$ cat config.mk
export PLATFORM = sky130hd
export DESIGN_NAME = arf_top
export DESIGN_NICKNAME = d
export VERILOG_FILES = /design/src/arf_pkg.sv /design/src/arf_clamp.sv /design/src/arf_top.sv
export SDC_FILE = /design/constraint.sdc
export NUM_CORES = 1
export LEC_CHECK = 0
export ABC_AREA = 1
export BUFFER_PORTS_ARGS = -buffer_cell sky130_fd_sc_hd__buf_2
export CAP_MARGIN = 15
export CORE_ASPECT_RATIO = 0.6
export CORE_UTILIZATION = 51
export DETAILED_ROUTE_END_ITERATION = 8
export GPL_ROUTABILITY_DRIVEN = 0
export PLACE_DENSITY = 0.83
export SYNTH_ARGS = -nofsm -noshare
export SYNTH_HDL_FRONTEND = slang
export SYNTH_HIERARCHICAL = 1
export SYNTH_SLANG_ARGS = --single-unit
$ cat constraint.sdc
create_clock -name clk_sys_i -period 1.41 [get_ports clk_sys_i]
set_input_delay 0.0705 -clock clk_sys_i [delete_from_list [all_inputs] [get_ports clk_sys_i]]
set_output_delay 0.0705 -clock clk_sys_i [all_outputs]
set_load 0.005 [all_outputs]
$ cat src/arf_pkg.sv
// Constants for the result formatter and supply reset block
package arf_pkg;
   // ----------------------------------------
   // Format select codes
   // ----------------------------------------
   localparam logic [1:0] ARF_FMT_16      = 2'h0;
   localparam logic [1:0] ARF_FMT_32_LEFT = 2'h1;
   localparam logic [1:0] ARF_FMT_32_SIGN = 2'h2;
   localparam logic [1:0] ARF_FMT_32_TAG  = 2'h3;
   localparam int         ARF_FMT_WIDE_BIT = 1;
   // ----------------------------------------
   // Widths and clamp codes
   // ----------------------------------------
   localparam int          ARF_CODE_W   = 16;
   localparam int          ARF_WIDE_W   = 17;
   localparam int          ARF_TAG_W    = 4;
   localparam int          ARF_FILT_W   = 24;
   localparam logic [15:0] ARF_POS16    = 16'h7FFF;
   localparam logic [15:0] ARF_NEG16    = 16'h8000;
   localparam logic [16:0] ARF_POS17    = 17'h0FFFF;
   localparam logic [16:0] ARF_NEG17    = 17'h10000;
   localparam logic [3:0]  ARF_TAG_MUX  = 4'h0;
   localparam logic [31:0] ARF_RES_RST  = 32'h0000_0000;
   localparam logic [1:0]  ARF_FMT_RST  = 2'h0;
   localparam logic [2:0]  ARF_BYTES_16 = 3'h2;
   localparam logic [2:0]  ARF_BYTES_32 = 3'h4;
   localparam logic [2:0]  ARF_BIT_LAST = 3'h7;
endpackage

$ cat src/arf_clamp.sv
// Rounding and saturating clamp of the wide filter result
`timescale 1ns/10ps
module arf_clamp
   import arf_pkg::*;
#(
   parameter int IN_W  = 24,
   parameter int OUT_W = 17
) (
   input  wire logic [IN_W-1:0]  filt_i,
   output logic      [OUT_W-1:0] code_o
);
   localparam int SH = IN_W - OUT_W;
   logic signed [IN_W:0]  rnd;
   logic signed [IN_W:0]  q;
   logic signed [IN_W:0]  maxv;
   logic signed [IN_W:0]  minv;
   always_comb begin
      rnd  = {filt_i[IN_W-1], filt_i};
      rnd  = rnd + (SH > 0 ? ((IN_W+1)'(1) <<< (SH-1)) : '0);
      q    = rnd >>> SH;
      maxv = (IN_W+1)'((1 <<< (OUT_W-1)) - 1);
      minv = -maxv - (IN_W+1)'(1);
      if (q > maxv) begin
         code_o = {1'b0, {(OUT_W-1){1'b1}}};
      end else if (q < minv) begin
         code_o = {1'b1, {(OUT_W-1){1'b0}}};
      end else begin
         code_o = q[OUT_W-1:0];
      end
   end
endmodule

$ cat src/arf_top.sv
// Result formatter, supply reset state and result shift-out
// Functional notes
// - Four layouts, one 16-bit, three 32-bit
// - Format 0x gives 16-bit signed, no overrange
// - 16-bit clamps at 7FFF and 8000
// - Format 00 returns only 16 bits
// - Format 01 left-justified, low bytes zero
// - Format 1x 17-bit clamps 0FFFF, 10000
// - 16-bit code is the 17-bit code saturated
// - Format 10 right-justified, sign-filled top
// - Format 11 puts channel tag in top nibble
// - Single-channel mode forces tag to 0000
// - Low supply holds reset, interface off
// - Leave reset when both supplies good
// - Full shutdown: no power-on interrupt
// - Select rise resets port, fall clears irq
// - Result register at 0x0, 16-bit default
// - Filter result rounded to nearest step
// - Result kept until power reset or full reset
`timescale 1ns/10ps
module arf_top
   import arf_pkg::*;
#(
   parameter int FILT_W = ARF_FILT_W
) (
   input  wire logic              clk_sys_i,
   input  wire logic              reset_i,
   input  wire logic              avdd_good_i,
   input  wire logic              dvdd_good_i,
   input  wire logic              full_shutdown_i,
   input  wire logic              full_reset_cmd_i,
   input  wire logic [1:0]        format_sel_i,
   input  wire logic              format_wr_i,
   input  wire logic              single_channel_select_mode_i,
   input  wire logic [3:0]        scan_channel_i,
   input  wire logic [FILT_W-1:0] filt_data_i,
   input  wire logic              filt_valid_i,
   input  wire logic              cs_n_i,
   input  wire logic              read_req_i,
   input  wire logic              shift_en_i,
   output logic                   sdo_o,
   output logic                   shift_busy_o,
   output logic                   por_irq_n_o,
   output logic                   spi_enable_o,
   output logic [1:0]             format_o,
   output logic [31:0]            conversion_result_o
);
   // ----------------------------------------
   // State
   // ----------------------------------------
   typedef struct packed {
      logic        por;
      logic        irq_pend;
      logic        cs_d;
      logic        cs_armed;
      logic [1:0]  fmt;
      logic [16:0] code;
      logic [3:0]  tag;
      logic [31:0] shreg;
      logic [2:0]  bytes;
      logic [2:0]  bitc;
      logic        busy;
      logic        sdo;
   } arf_state_t;
   arf_state_t st_reg;
   arf_state_t st_next;
   logic [16:0] clamp17;
   logic [15:0] code16;
   logic [31:0] word;
   logic        supply_low;
   // ----------------------------------------
   // Rounding and clamp
   // ----------------------------------------
   arf_clamp #(
      .IN_W  (FILT_W),
      .OUT_W (ARF_WIDE_W)
   ) u_clamp (
      .filt_i (filt_data_i),
      .code_o (clamp17)
   );
   // ----------------------------------------
   // Formatting
   // ----------------------------------------
   always_comb begin
      // 16-bit view of the stored 17-bit code
      if (st_reg.code[16] != st_reg.code[15]) begin
         code16 = st_reg.code[16] ? ARF_NEG16 : ARF_POS16;
      end else begin
         code16 = st_reg.code[15:0];
      end
      unique case (st_reg.fmt)
         ARF_FMT_16:      word = {16'h0000, code16};
         ARF_FMT_32_LEFT: word = {code16, 16'h0000};
         ARF_FMT_32_SIGN: word = {{15{st_reg.code[16]}}, st_reg.code};
         ARF_FMT_32_TAG:  word = {st_reg.tag, {11{st_reg.code[16]}},
                                  st_reg.code};
      endcase
   end
   assign supply_low = !(avdd_good_i && dvdd_good_i) && !full_shutdown_i;
   // ----------------------------------------
   // Next state
   // ----------------------------------------
   always_comb begin
      st_next = st_reg;
      st_next.cs_d = cs_n_i;
      if (filt_valid_i && !st_reg.por) begin
         st_next.code = clamp17;
         st_next.tag = single_channel_select_mode_i ? ARF_TAG_MUX
                                                    : scan_channel_i;
      end
      if (full_reset_cmd_i && !st_reg.por) begin
         st_next.code = '0;
         st_next.fmt  = ARF_FMT_RST;
      end
      if (format_wr_i && !st_reg.por) begin
         st_next.fmt = format_sel_i;
      end
      if (cs_n_i && !st_reg.cs_d) begin
         st_next.busy     = 1'b0;
         st_next.cs_armed = 1'b1;
      end
      if (!cs_n_i && st_reg.cs_d && st_reg.cs_armed) begin
         st_next.irq_pend = 1'b0;
      end
      if (!st_reg.por && st_reg.cs_armed && !cs_n_i) begin
         if (read_req_i && !st_reg.busy) begin
            st_next.busy  = 1'b1;
            st_next.shreg = (st_reg.fmt[ARF_FMT_WIDE_BIT] ||
                             st_reg.fmt == ARF_FMT_32_LEFT) ? word
                            : {word[15:0], 16'h0000};
            st_next.bytes = (st_reg.fmt == ARF_FMT_16) ? ARF_BYTES_16
                                                       : ARF_BYTES_32;
            st_next.bitc  = ARF_BIT_LAST;
         end else if (shift_en_i && st_reg.busy) begin
            st_next.sdo   = st_reg.shreg[31];
            st_next.shreg = {st_reg.shreg[30:0], 1'b0};
            if (st_reg.bitc == 3'h0) begin
               st_next.bitc  = ARF_BIT_LAST;
               st_next.bytes = st_reg.bytes - 3'h1;
               if (st_reg.bytes == 3'h1) begin
                  st_next.busy = 1'b0;
               end
            end else begin
               st_next.bitc = st_reg.bitc - 3'h1;
            end
         end
      end
      st_next.por = supply_low;
      if (supply_low) begin
         st_next          = '0;
         st_next.por      = 1'b1;
         st_next.irq_pend = 1'b1;
         st_next.cs_d     = cs_n_i;
      end
   end
   always_ff @(posedge clk_sys_i) begin
      if (reset_i) begin
         st_reg          <= '0;
         st_reg.por      <= 1'b1;
         st_reg.irq_pend <= 1'b1;
         st_reg.cs_d     <= 1'b1;
      end else begin
         st_reg <= st_next;
      end
   end
   assign sdo_o               = st_reg.sdo;
   assign shift_busy_o        = st_reg.busy;
   assign por_irq_n_o         = !st_reg.irq_pend;
   assign spi_enable_o        = !st_reg.por;
   assign format_o            = st_reg.fmt;
   assign conversion_result_o = word;
   // ----------------------------------------
   // Checks
   // ----------------------------------------
   AST_POR_HOLD: assert property (@(posedge clk_sys_i) disable iff (reset_i)
      supply_low |=> st_reg.por && !spi_enable_o && st_reg.code == '0)
      else $error("reset state not held");
   AST_POR_EXIT: assert property (@(posedge clk_sys_i) disable iff (reset_i)
      st_reg.por && avdd_good_i && dvdd_good_i |=> spi_enable_o)
      else $error("reset state not left");
   AST_SHUT: assert property (@(posedge clk_sys_i) disable iff (reset_i)
      full_shutdown_i && !st_reg.por |=> !st_reg.por)
      else $error("reset during full shutdown");
   AST_IRQ_CLR: assert property (@(posedge clk_sys_i) disable iff (reset_i)
      !supply_low && st_reg.cs_armed && st_reg.cs_d && !cs_n_i |=> por_irq_n_o)
      else $error("irq not cleared");
   AST_CS_RISE: assert property (@(posedge clk_sys_i) disable iff (reset_i)
      !supply_low && cs_n_i && !st_reg.cs_d |=> !shift_busy_o)
      else $error("port not reset on select rise");
   AST_FMT00: assert property (@(posedge clk_sys_i) disable iff (reset_i)
      format_o == ARF_FMT_16 |-> conversion_result_o[31:16] == 16'h0000)
      else $error("16-bit layout upper half nonzero");
   AST_FMT01: assert property (@(posedge clk_sys_i) disable iff (reset_i)
      format_o == ARF_FMT_32_LEFT |-> conversion_result_o[15:0] == 16'h0000)
      else $error("left layout low bytes nonzero");
   AST_SAT16: assert property (@(posedge clk_sys_i) disable iff (reset_i)
      format_o == ARF_FMT_16 && st_reg.code > 17'h07FFF && !st_reg.code[16]
      |-> conversion_result_o[15:0] == ARF_POS16)
      else $error("16-bit positive clamp wrong");
   AST_TAG: assert property (@(posedge clk_sys_i) disable iff (reset_i)
      filt_valid_i && single_channel_select_mode_i && !supply_low
      && !st_reg.por && !full_reset_cmd_i |=> st_reg.tag == ARF_TAG_MUX)
      else $error("tag not zero in single mode");
   AST_SIGN: assert property (@(posedge clk_sys_i) disable iff (reset_i)
      format_o == ARF_FMT_32_SIGN
      |-> conversion_result_o[31:17] == {15{conversion_result_o[16]}})
      else $error("sign fill wrong");
   AST_LEN: assert property (@(posedge clk_sys_i) disable iff (reset_i)
      !shift_busy_o ##1 shift_busy_o && format_o == ARF_FMT_16
      |-> st_reg.bytes == ARF_BYTES_16)
      else $error("byte count wrong");
   COV_READ16: cover property (@(posedge clk_sys_i)
      shift_busy_o && format_o == ARF_FMT_16);
   COV_READ32: cover property (@(posedge clk_sys_i)
      shift_busy_o && format_o == ARF_FMT_32_TAG);
   COV_IRQCLR: cover property (@(posedge clk_sys_i)
      !por_irq_n_o ##1 por_irq_n_o);
   COV_PORUP: cover property (@(posedge clk_sys_i)
      !spi_enable_o ##1 spi_enable_o);
endmodule

==> flow_summary.json, run 1 <==
{
  "ff2ff_setup_slack_ps": -190,
  "p_sw_share_pct": 26.1,
  "cp-end-kind": "primary output",
  "syn_to_final_growth_pct": 37.3,
  "dieArea_sq_um": 8510,
  "overflow": 0,
  "internal-power_mw": 3.48,
  "largest_reg_flops": 63,
  "hold_viol": 0,
  "start_kind": "flop",
  "clkPwrFrac_pct": 44.6,
  "cts.reportedPaths.clkPinSlew_ps": 50,
  "irDropWorstVdd_mv": 0.571,
  "yosysSeqAreaShare_pct": 32.3,
  "seqPwrFrac_pct": 41.2,
  "io_buffers": 73,
  "ctsRootBufferMaster": "clkbuf_16",
  "wl_per_cell_um": 15.0,
  "hold_ws_ps": 16.1,
  "violations": "setup timing",
  "p_leak_nw": 2.77,
  "firstDrtPassIters": 5,
  "cts_tree": "built",
  "tightestPinTransition_ps": 393,
  "synth_edf_count": 0,
  "p_comb_share_pct": 14.2,
  "critical_path_class": "flop to primary output",
  "cts_buffer_depth": 2,
  "syn_nets": 725,
  "synth_warnings": 6,
  "reg2reg_depth": 10,
  "maxSlewHeadroom_pct": 73.7,
  "switching_power_mw": 1.23,
  "setup_slack_ps": -337,
  "final_cells": 902,
  "outcome": "complete, but fails checks",
  "ios": 80,
  "setup_viol": 45,
  "grt_max_degree": 43,
  "p_per_area_nw_per_um2": 827,
  "htree_levels": 3,
  "avgSynthCellArea_sq_um": 6.14,
  "setup-tns-final_ps": -10080,
  "cap_violations": 0,
  "critPathArrivalTime_ps": 1680,
  "ys_dominant_reg_cell": "dfxtp_1",
  "maxSlewViolCount": 0,
  "die_x_um": 118,
  "antenna_found_initial": 0,
  "synth_top_cell_area_share_pct": 32.3,
  "drc": 0,
  "drt_iter0_drc": 590,
  "async_flop_share_pct": 0,
  "cp_max_fo": 6,
  "ys_types": 30,
  "grt_pass1_vias": 4629,
  "vias": 4976,
  "hold_depth": 3,
  "vias_per_cell": 5.52,
  "core.rowCount": 25,
  "synth_area_leaders": "dfxtp_1, nand2_1, a21oi_1",
  "die_height_um": 71.9,
  "drive_above_1_share_pct": 30.6,
  "required_ps": 1340,
  "diodes": 0,
  "wirelength_um": 13500,
  "yosys.cell_count.top_type": "nand2_1",
  "numClockSinks": 67,
  "skew_ps": 4.77,
  "track_usage_pct": 31.8,
  "fmax_ghz": 0.573,
  "place_hpwl_um": 8490,
  "min_path_type": "primary input to flop",
  "start_util_pct": 52.6,
  "syn_area_sq_um": 4150,
  "nets": 838,
  "ant_nets": 0,
  "syn-instance-count": 676,
  "grt_pass1_wl_um": 21400,
  "period_minus_slack_ps": 1750,
  "synth_top_area_cell": "dfxtp_1",
  "core_sq_um": 7880,
  "rsz0062_at_grt": "true",
  "ys_seq_elements": 67,
  "placed_cells": 862,
  "synth_common_cells": "nand2_1, dfxtp_1, a21oi_1",
  "clk-insertion-delay-late_ps": 340,
  "cts_buffers": 9,
  "finalCritPeriodShare_pct": 124
}
-- cell usage in the layout, fill, tap and decap left out, drive strengths merged, types with 2 or more instances in the layout --
master / count
nand3: 27
dfxtp: 67
o22ai: 2
nand2: 259
ha: 7
nor2: 64
xnor2: 9
clkbuf: 15
xor2: 4
o211ai: 2
dlygate4sd3: 2
o21ai: 68
clkinvlp: 2
a21oi: 63
nor3: 3
clkinv: 2
inv: 63
buf: 132
-- cells by family after synthesis --
logic type | Yosys count | share of synthesized area, %
adder cells (fa/ha/maj) | 7 | 2.11
XOR/XNOR | 13 | 2.74
AO/OA/AOI/OAI | 136 | 17.0
flip-flops | 67 | 32.3
AND/OR/NAND/NOR | 355 | 34.5
buffers and inverters | 98 | 11.4
-- power groups by stage --
stage               sequential, mW  combinational [mW]  clock [mW]
floorplan                     1.97               0.324           0
global placement              1.98               0.527           0
detailed placement            1.98               0.542           0
CTS                           1.94               0.602        2.13
global route                  1.94               0.729        2.22
finish                        1.94               0.669        2.10
-- metal layers --
metal | up-vias | share of wire (%) | global-route usage, %
li1 | 2360 | - | -
met1 | 2282 | 42 | 39.6
met2 | 286 | 45 | 52.4
met3 | 48 | 9.5 | 8.60
met4 | 0 | 3.3 | 14.2
met5 | - | 0 | 0
-- path summary, 6_finish.rpt --
check | end | start
worst max-delay path | conversion_result_o[11] | st_reg[59]
worst min-delay path | format_o[1] | format_sel_i[1]
worst max register to register | st_reg[34] | st_reg[59]
worst min register to register | st_reg[65] | st_reg[65]
-- what timing repair did --
action / CTS / global route
endpoints found under the hold margin: 2 / 0
hold buffers: 2 / 0
endpoints found under the setup margin: 48 / 79
cloned: 2 / 3
pin swaps: 11 / 41
resized for setup: 49 / 49
setup buffers: 12 / 7
-- layout make-up --
type | count | area [sq um]
timing repair buffer | 137 | 1070
inverter | 63 | 249
fill | 598 | 2180
sequential | 67 | 1350
tap | 108 | 135
multi-input combinational | 511 | 2610
clock inverter | 4 | 25.0
clock buffer | 12 | 256
-- worst max-delay path, stage by stage (launching register included) --
cell and delay, ps:
dfxtp_2 340, inv_2 50, ha_4 360, buf_12 150
nand2_2 60, o21ai_2 70, nand2_1 110, nand2_1 90
buf_2 120
-- through the flow --
stage / instance area [sq um] / power [mW] / setup WS (ps) / util [%]
global route: 5700 / 4.89 / -406 / 72.3
global placement: 4830 / 2.50 / -165 / 61.3
detailed placement: 4830 / 2.52 / -223 / 61.3
CTS: 5410 / 4.66 / -282 / 68.7
floorplan: 4190 / 2.30 / 4.11 / -
finish: 5700 / 4.71 / -337 / 72.3
Note: power is estimated with default switching activity, not from simulation.
==> run 2: changes to the inputs <==
--- a/config.mk
+++ b/config.mk
@@ -6,9 +6,8 @@
 export NUM_CORES = 1
 export LEC_CHECK = 0
-export ABC_AREA = 1
 export BUFFER_PORTS_ARGS = -buffer_cell sky130_fd_sc_hd__buf_2
 export CAP_MARGIN = 15
 export CORE_ASPECT_RATIO = 0.6
-export CORE_UTILIZATION = 51
+export CORE_UTILIZATION = 50
 export DETAILED_ROUTE_END_ITERATION = 8
 export GPL_ROUTABILITY_DRIVEN = 0
@@ -16,4 +15,3 @@
 export SYNTH_ARGS = -nofsm -noshare
 export SYNTH_HDL_FRONTEND = slang
-export SYNTH_HIERARCHICAL = 1
 export SYNTH_SLANG_ARGS = --single-unit
==> constraint.sdc (replaced) <==
create_clock -name clk_sys_i -period 1.41 [get_ports clk_sys_i]
set_input_delay 0.0705 -clock clk_sys_i [delete_from_list [all_inputs] [get_ports clk_sys_i]]
set_output_delay 0.0705 -clock clk_sys_i [all_outputs]
set_load 0.1 [all_outputs]
==> run 2 against run 1 <==
The flow now stops in global routing. Synthesized cell count down 25%. Synthesized area fell by 6.0%.
==> flow_summary.json, run 2 <==
{
  "outcome": "aborted with a tool error",
  "failed_stage": "global routing",
  "tool.error": "[ERROR DPL-0038] Utilization greater than 100%, impossible to legalize",
  "syn_area_sq_um": 3900,
  "grt_max_degree": 35,
  "die_x_um": 116,
  "synth_area_leaders": "dfxtp_1, a21oi_1, o21ai_0",
  "cts_buffer_depth": 2,
  "syn_nets": 557,
  "synth_common_cells": "dfxtp_1, a21oi_1, nor2_1",
  "io_buffers": 73,
  "synth_xor_area_share_pct": 3.37,
  "worstEndpointGrtRepair": "conversion_result_o[28]",
  "synth_fa_ha_area_share_pct": 2.25,
  "ys_dominant_reg_cell": "dfxtp_1",
  "cts_buffers": 9,
  "ys_seq_elements": 67,
  "ctsRootBufferMaster": "clkbuf_16",
  "syn-instance-count": 508,
  "numClockSinks": 67,
  "yosys.cell_count.top_type": "dfxtp_1",
  "place_hpwl_um": 10600,
  "synth_edf_count": 0,
  "placed_cells": 715,
  "ios": 80,
  "start_util_pct": 52.6,
  "synth_top_cell_area_share_pct": 34.4,
  "yosysSeqAreaShare_pct": 34.4,
  "synth_compound_area_share_pct": 32.9,
  "htree_levels": 3,
  "async_flop_share_pct": 0,
  "synth_mux_area_share_pct": 0.513,
  "avgSynthCellArea_sq_um": 7.67,
  "synth_top_area_cell": "dfxtp_1",
  "synth_warnings": 0,
  "die_height_um": 70.4,
  "ys_types": 54,
  "synth-simple-area-share_pct": 20.0,
  "core.rowCount": 24,
  "synth_top_family_by_area": "compound AO/OA/AOI/OAI gates",
  "worst-ep-kind": "top-level output"
}
[run 2: cell types whose count changed after synthesis, moves of 11 or more]
cell      previous run  this run
a21o_1               0        11
a221oi_1             0        24
clkbuf_1             4        20
inv_1               58        11
nand2_1            256        44
nand3_1             23         8
nor2_1              57        46
nor3_1               3        20
o21ai_0             60        44
o21ai_1              7        24
[run 2: cells by family after synthesis]
group | after synthesis
compound gates | 206
simple gates | 157
flops | 67
buf+inv | 54
xor+xnor | 15
fa+ha+maj | 7
mux | 2
[run 2: through the flow]
stage                     util (%)  hold WS (ps)  worst slack (ps)  cell area, sq um
after floorplan                  -           174              -354              4540
after global placement        79.0           283              -173              5860
after detailed placement      79.0           293              -371              5860
after CTS                     89.9          1.90              -579              6670
[run 2: what timing repair did]
action	4_1_cts
gates cloned	2
endpoints found under the hold margin	3
pin swaps	30
hold buffers	3
buffers inserted	23
gates resized for setup	83
setup endpoints to repair	67
==> run 3: changes to the inputs <==
CORE_ASPECT_RATIO = unset   (was 0.6)
CORE_UTILIZATION = 40   (was 50)
PLACE_DENSITY = unset   (was 0.83)
PLACE_DENSITY_LB_ADDON = 0.15   (was unset)
clock period = 1.83 ns   (was 1.41 ns; I/O delays follow)
==> run 3 against run 2 <==
The flow now finishes, with violations (setup timing). Synthesized cell count did not move. Synthesized area did not move.
==> flow_summary.json, run 3 <==
{
  "p_total_mw": 3.78,
  "firstDrtPassIters": 5,
  "cts.reportedPaths.clkPinSlew_ps": 70,
  "drc": 0,
  "start_util_pct": 41.8,
  "final_area_sq_um": 5950,
  "min_from": "format_sel_i[1]",
  "final_cells": 746,
  "core_sq_um": 9330,
  "crit_slowest_cell": "ha_4",
  "synth_common_cells": "dfxtp_1, a21oi_1, nor2_1",
  "antenna_found_initial": 0,
  "synth_top_cell_area_share_pct": 34.4,
  "wirelength_um": 12300,
  "violations": "setup timing",
  "required_ps": 1740,
  "placed_cells": 708,
  "ios": 80,
  "synth_edf_count": 0,
  "cp_cell_sequence": "inv_2 -> ha_4 -> buf_6 -> nor3_4 -> buf_6 -> a21o_4 -> buf_12",
  "rsz0062_at_grt": "true",
  "tightestPinTransition_ps": 612,
  "final_common_cell": "dfxtp_1",
  "crit_top_cell": "buf_6",
  "syn_area_sq_um": 3900,
  "track_usage_pct": 24.8,
  "ctsRootBufferMaster": "clkbuf_8",
  "ys_seq_elements": 67,
  "core.rowCount": 35,
  "die_height_um": 101,
  "setup_viol": 29,
  "setup-tns-final_ps": -1790,
  "cap_violations": 0,
  "htree_levels": 3,
  "yosysSeqAreaShare_pct": 34.4,
  "fmax_ghz": 0.520,
  "syn_nets": 557,
  "skew_ps": 12.4,
  "io_buffers": 73,
  "clk-insertion-delay-late_ps": 350,
  "syn-instance-count": 508,
  "nets": 661,
  "critical_path_class": "flop to primary output",
  "overflow": 0,
  "avgSynthCellArea_sq_um": 7.67,
  "yosys.cell_count.top_type": "dfxtp_1",
  "dieArea_sq_um": 10100,
  "drt_iter0_drc": 271,
  "numClockSinks": 67,
  "p_per_area_nw_per_um2": 635,
  "ys_dominant_reg_cell": "dfxtp_1",
  "final_cell_mix": "dfxtp_1, a21oi_1, buf_4",
  "min_path_type": "primary input to flop",
  "ys_types": 54,
  "cts_tree": "built",
  "place_hpwl_um": 8410,
  "startpoint": "st_reg[59]",
  "period_minus_slack_ps": 1920,
  "worstReg2RegStart": "format_o[1]",
  "setup_slack_ps": -92.9,
  "place_ws_ps": -20.7,
  "start_kind": "flop",
  "critPathArrivalTime_ps": 1830,
  "cp-end-kind": "primary output",
  "drive_above_1_share_pct": 36.8,
  "largest_reg_flops": 63,
  "p_leak_nw": 2.26,
  "cp_max_fo": 7,
  "hold_viol": 0,
  "die_x_um": 101,
  "maxSlewHeadroom_pct": 59.2,
  "grt_pass1_vias": 4066,
  "ant_nets": 0,
  "synth_area_leaders": "dfxtp_1, a21oi_1, o21ai_0",
  "maxSlewViolCount": 0,
  "irDropWorstVdd_mv": 0.368,
  "diodes": 0,
  "grt_pass1_wl_um": 19900,
  "async_flop_share_pct": 0,
  "slowest_delay_ps": 380,
  "finalCritPeriodShare_pct": 105,
  "synth_warnings": 0,
  "wl_per_cell_um": 16.5,
  "synth_top_area_cell": "dfxtp_1",
  "vias_per_cell": 5.73,
  "outcome": "complete, but fails checks",
  "cts_buffer_depth": 2,
  "dpl-instance-area_sq_um": 5330,
  "syn_to_final_growth_pct": 52.6,
  "cts_buffers": 9,
  "grt_max_degree": 35,
  "vias": 4271
}
-- run 3: cell counts after synthesis --
Identical to the previous run, type by type.
-- run 3: report_power, final --
group / total [mW] / leakage, nW / internal [mW] / switching (mW)
logic: 0.907 / 1.61 / 0.354 / 0.553
registers: 1.51 / 0.545 / 1.48 / 0.0358
clock network: 1.36 / 0.106 / 0.770 / 0.591
-- run 3: layer usage --
layer | vias to the layer above | track usage (%) | part of all wire (%)
met2 | 127 | 42.8 | 50
met3 | 18 | 4.02 | 4.1
met1 | 2059 | 31.1 | 44
li1 | 2067 | - | -
met5 | - | 0 | 0
met4 | 0 | 9.36 | 1.9
-- run 3: layout make-up --
type	count	area [sq um]
Tap cell	129	161
Timing Repair Buffer	134	1430
Clock inverter	6	90.1
Inverter	13	55.1
Multi-Input combinational cell	387	2730
Fill cell	776	3380
Clock buffer	10	128
Sequential cell	67	1350
-- run 3: cells by family (layout without fill, tap and decap cells) --
| group | after synthesis | after routing | synth area share, % |
|---|---|---|---|
| simple gates | 157 | 157 | 20.0 |
| xor+xnor | 15 | 15 | 3.37 |
| fa+ha+maj | 7 | 7 | 2.25 |
| mux | 2 | 2 | 0.513 |
| flops | 67 | 67 | 34.4 |
| compound gates | 206 | 206 | 32.9 |
| buf+inv | 54 | 163 | 6.61 |
-- run 3: critical path, delay by kind of cell (launching register included) --
family	cells	cell delay, ps
adders and majority gates	1	380
buffers and inverters	4	510
DFF	1	340
and+or+nand+nor	1	50
AOI/OAI and AO/OA	1	190
-- run 3: stage by stage --
step | hold WS [ps] | utilization, %
3_5_place_dp | 309 | 57.1
3_3_place_gp | 304 | 57.1
5_1_grt | 10.8 | 63.8
6_report | 6.44 | 63.8
4_1_cts | 8.08 | 61.5
2_1_floorplan | 195 | -
-- run 3: what timing repair did --
item,in CTS,in global routing
hold endpoints to repair,2,0
setup buffers,8,10
pin swaps,18,10
hold buffers,2,0
endpoints found under the setup margin,34,36
resized for setup,30,38
cloned,0,2
-- run 3: worst paths after layout --
check                           depth (start not counted)  slack (ps)                       to
worst max-delay path                                    7         -90  conversion_result_o[11]
worst max register to register                          4           0               st_reg[15]
worst min-delay path                                    3           6              format_o[1]
worst min register to register                          2         450                    sdo_o
==> run 4: changes to the inputs <==
CORE_UTILIZATION = 55   (was 40)
==> run 4 against run 3 <==
Via count rose by 3.0%. The run still ends with setup timing left. Hold slack improved by 22 ps. Clock power shrank 18%. Register-to-register slack better by 70 ps. Global-route usage grew 8.0 points. Largest power group unchanged. Routed wire length grew 7.7%. Total power shrank 6.8%. Sequential share of layout area rose by 1.1 points. Cell area is 4.9% lower. Clock skew is essentially flat. Critical path type unchanged.
==> flow_summary.json, run 4 (synthesis results as in run 3) <==
{
  "outcome": "complete, but fails checks",
  "violations": "setup timing",
  "placed_cells": 671,
  "critPathTopFamily": "flip-flops",
  "core.rowCount": 30,
  "final_common_cell": "dfxtp_1",
  "reg2reg_depth": 4,
  "syn_to_final_growth_pct": 45.2,
  "place_hpwl_um": 8450,
  "cp-end-kind": "primary output",
  "tightestPinTransition_ps": 517,
  "start_util_pct": 57.1,
  "ant_nets": 0,
  "track_usage_pct": 32.8,
  "cap_violations": 0,
  "cts_tree": "built",
  "irDropWorstVdd_mv": 0.458,
  "htree_levels": 3,
  "worstReg2RegStart": "st_reg[66]",
  "drive_above_1_share_pct": 35.4,
  "nets": 641,
  "ios": 80,
  "setup_viol": 30,
  "largest_reg_flops": 63,
  "critical_path_class": "flop to primary output",
  "hold_ws_ps": 28.3,
  "min_from": "scan_channel_i[0]",
  "wirelength_um": 13300,
  "holdPathEnd": "st_reg[40]",
  "rsz0062_at_grt": "true",
  "wl_per_cell_um": 19.2,
  "r2r-end": "st_reg[47]",
  "clk-insertion-delay-late_ps": 350,
  "fill_cells": 382,
  "seqCellArea_sq_um": 1350,
  "cts_buffers": 9,
  "grt_pass1_wl_um": 19400,
  "cts.reportedPaths.clkPinSlew_ps": 70,
  "required_ps": 1740,
  "cp_cell_sequence": "ha_4 -> nor2_4 -> buf_6 -> a21oi_1 -> o21ai_4 -> buf_12",
  "hold_viol": 0,
  "ctsRootBufferMaster": "clkbuf_8",
  "fmax_ghz": 0.513,
  "numClockSinks": 67,
  "p_leak_nw": 2.13,
  "die_x_um": 86.2,
  "critPathArrivalTime_ps": 1860,
  "ff2ff_setup_slack_ps": 70,
  "start_kind": "flop",
  "hold_depth": 3,
  "min_path_type": "primary input to flop",
  "vias": 4398,
  "path_buf_inv": 2,
  "place_ws_ps": 39.3,
  "grt_max_degree": 46,
  "cp_max_fo": 6,
  "maxSlewHeadroom_pct": 65.5,
  "final_util_pct": 82.8,
  "p_total_mw": 3.52,
  "multi_input_area_sq_um": 2730,
  "die_height_um": 86.2,
  "drc": 0,
  "firstDrtPassIters": 5,
  "crit_slowest_cell": "dfxtp_4",
  "dieArea_sq_um": 7430,
  "setup_slack_ps": -120,
  "io_buffers": 73,
  "diodes": 0,
  "final_cells": 692,
  "maxSlewViolCount": 0,
  "period_minus_slack_ps": 1950,
  "drt_iter0_drc": 524,
  "antenna_found_initial": 0,
  "finalCritPeriodShare_pct": 107,
  "grt_pass1_vias": 4031,
  "cts_buffer_depth": 2,
  "final_cell_mix": "dfxtp_1, a21oi_1, nor2_1",
  "slowest_delay_ps": 380,
  "p_per_area_nw_per_um2": 623,
  "vias_per_cell": 6.36,
  "overflow": 0,
  "skew_ps": 12.7,
  "core_sq_um": 6830
}
## run 4: per-stage QoR
step           setup TNS [ps]  instance area, sq um
6_report                -2220                  5660
5_1_grt                 -4000                  5660
4_1_cts                  -626                  5490
3_5_place_dp                0                  5230
3_3_place_gp                0                  5230
2_1_floorplan               0                  4210
## run 4: layer usage
metal / share of wire, % / up-vias / global-route usage (%)
met4: 3.2 / 0 / 10.0
li1: - / 2036 / -
met2: 49 / 213 / 54.3
met5: 0 / - / 0
met3: 6.5 / 50 / 6.86
met1: 41 / 2099 / 43.1
## run 4: final cells by class
cell class / count / share of cell area [%]
Inverter: 13 / 0.973
Multi-Input combinational cell: 387 / 48.2
Timing Repair Buffer: 114 / 22.0
Tap cell: 96 / 2.12
Sequential cell: 67 / 23.8
Clock inverter: 5 / 0.531
Clock buffer: 10 / 2.43
## run 4: how the worst max path moves through the flow
stage	to	startpoint	cells after the start	slack [ps]
after floorplan	conversion_result_o[17]	st_reg[59]	7	2
after detailed placement	st_reg[51]	filt_data_i[18]	6	40
after global routing	conversion_result_o[7]	st_reg[60]	6	-180
final	conversion_result_o[7]	st_reg[60]	6	-120
after CTS	conversion_result_o[13]	st_reg[59]	6	-60
after global placement	st_reg[30]	st_reg[59]	7	90
## run 4: worst reg2reg max path: cells and delay by family, from the launching register on
kind	cells	cell delay (ps)
buffers and inverters	1	200
flip-flops	1	530
AO/OA/AOI/OAI	3	930
## run 4: power by group
group | leakage [nW] | internal (mW) | switching, mW
registers | 0.544 | 1.48 | 0.0378
logic | 1.50 | 0.329 | 0.567
clock network | 0.0839 | 0.514 | 0.599
total | 2.13 | 2.32 | 1.20
## run 4: repair_timing
item / CTS / global route
setup endpoints to repair: 31 / 42
resized for setup: 28 / 36
cloned: 0 / 2
hold buffers: 2 / 0
buffers inserted: 0 / 2
pin swaps: 4 / 8
hold endpoints to repair: 2 / 0
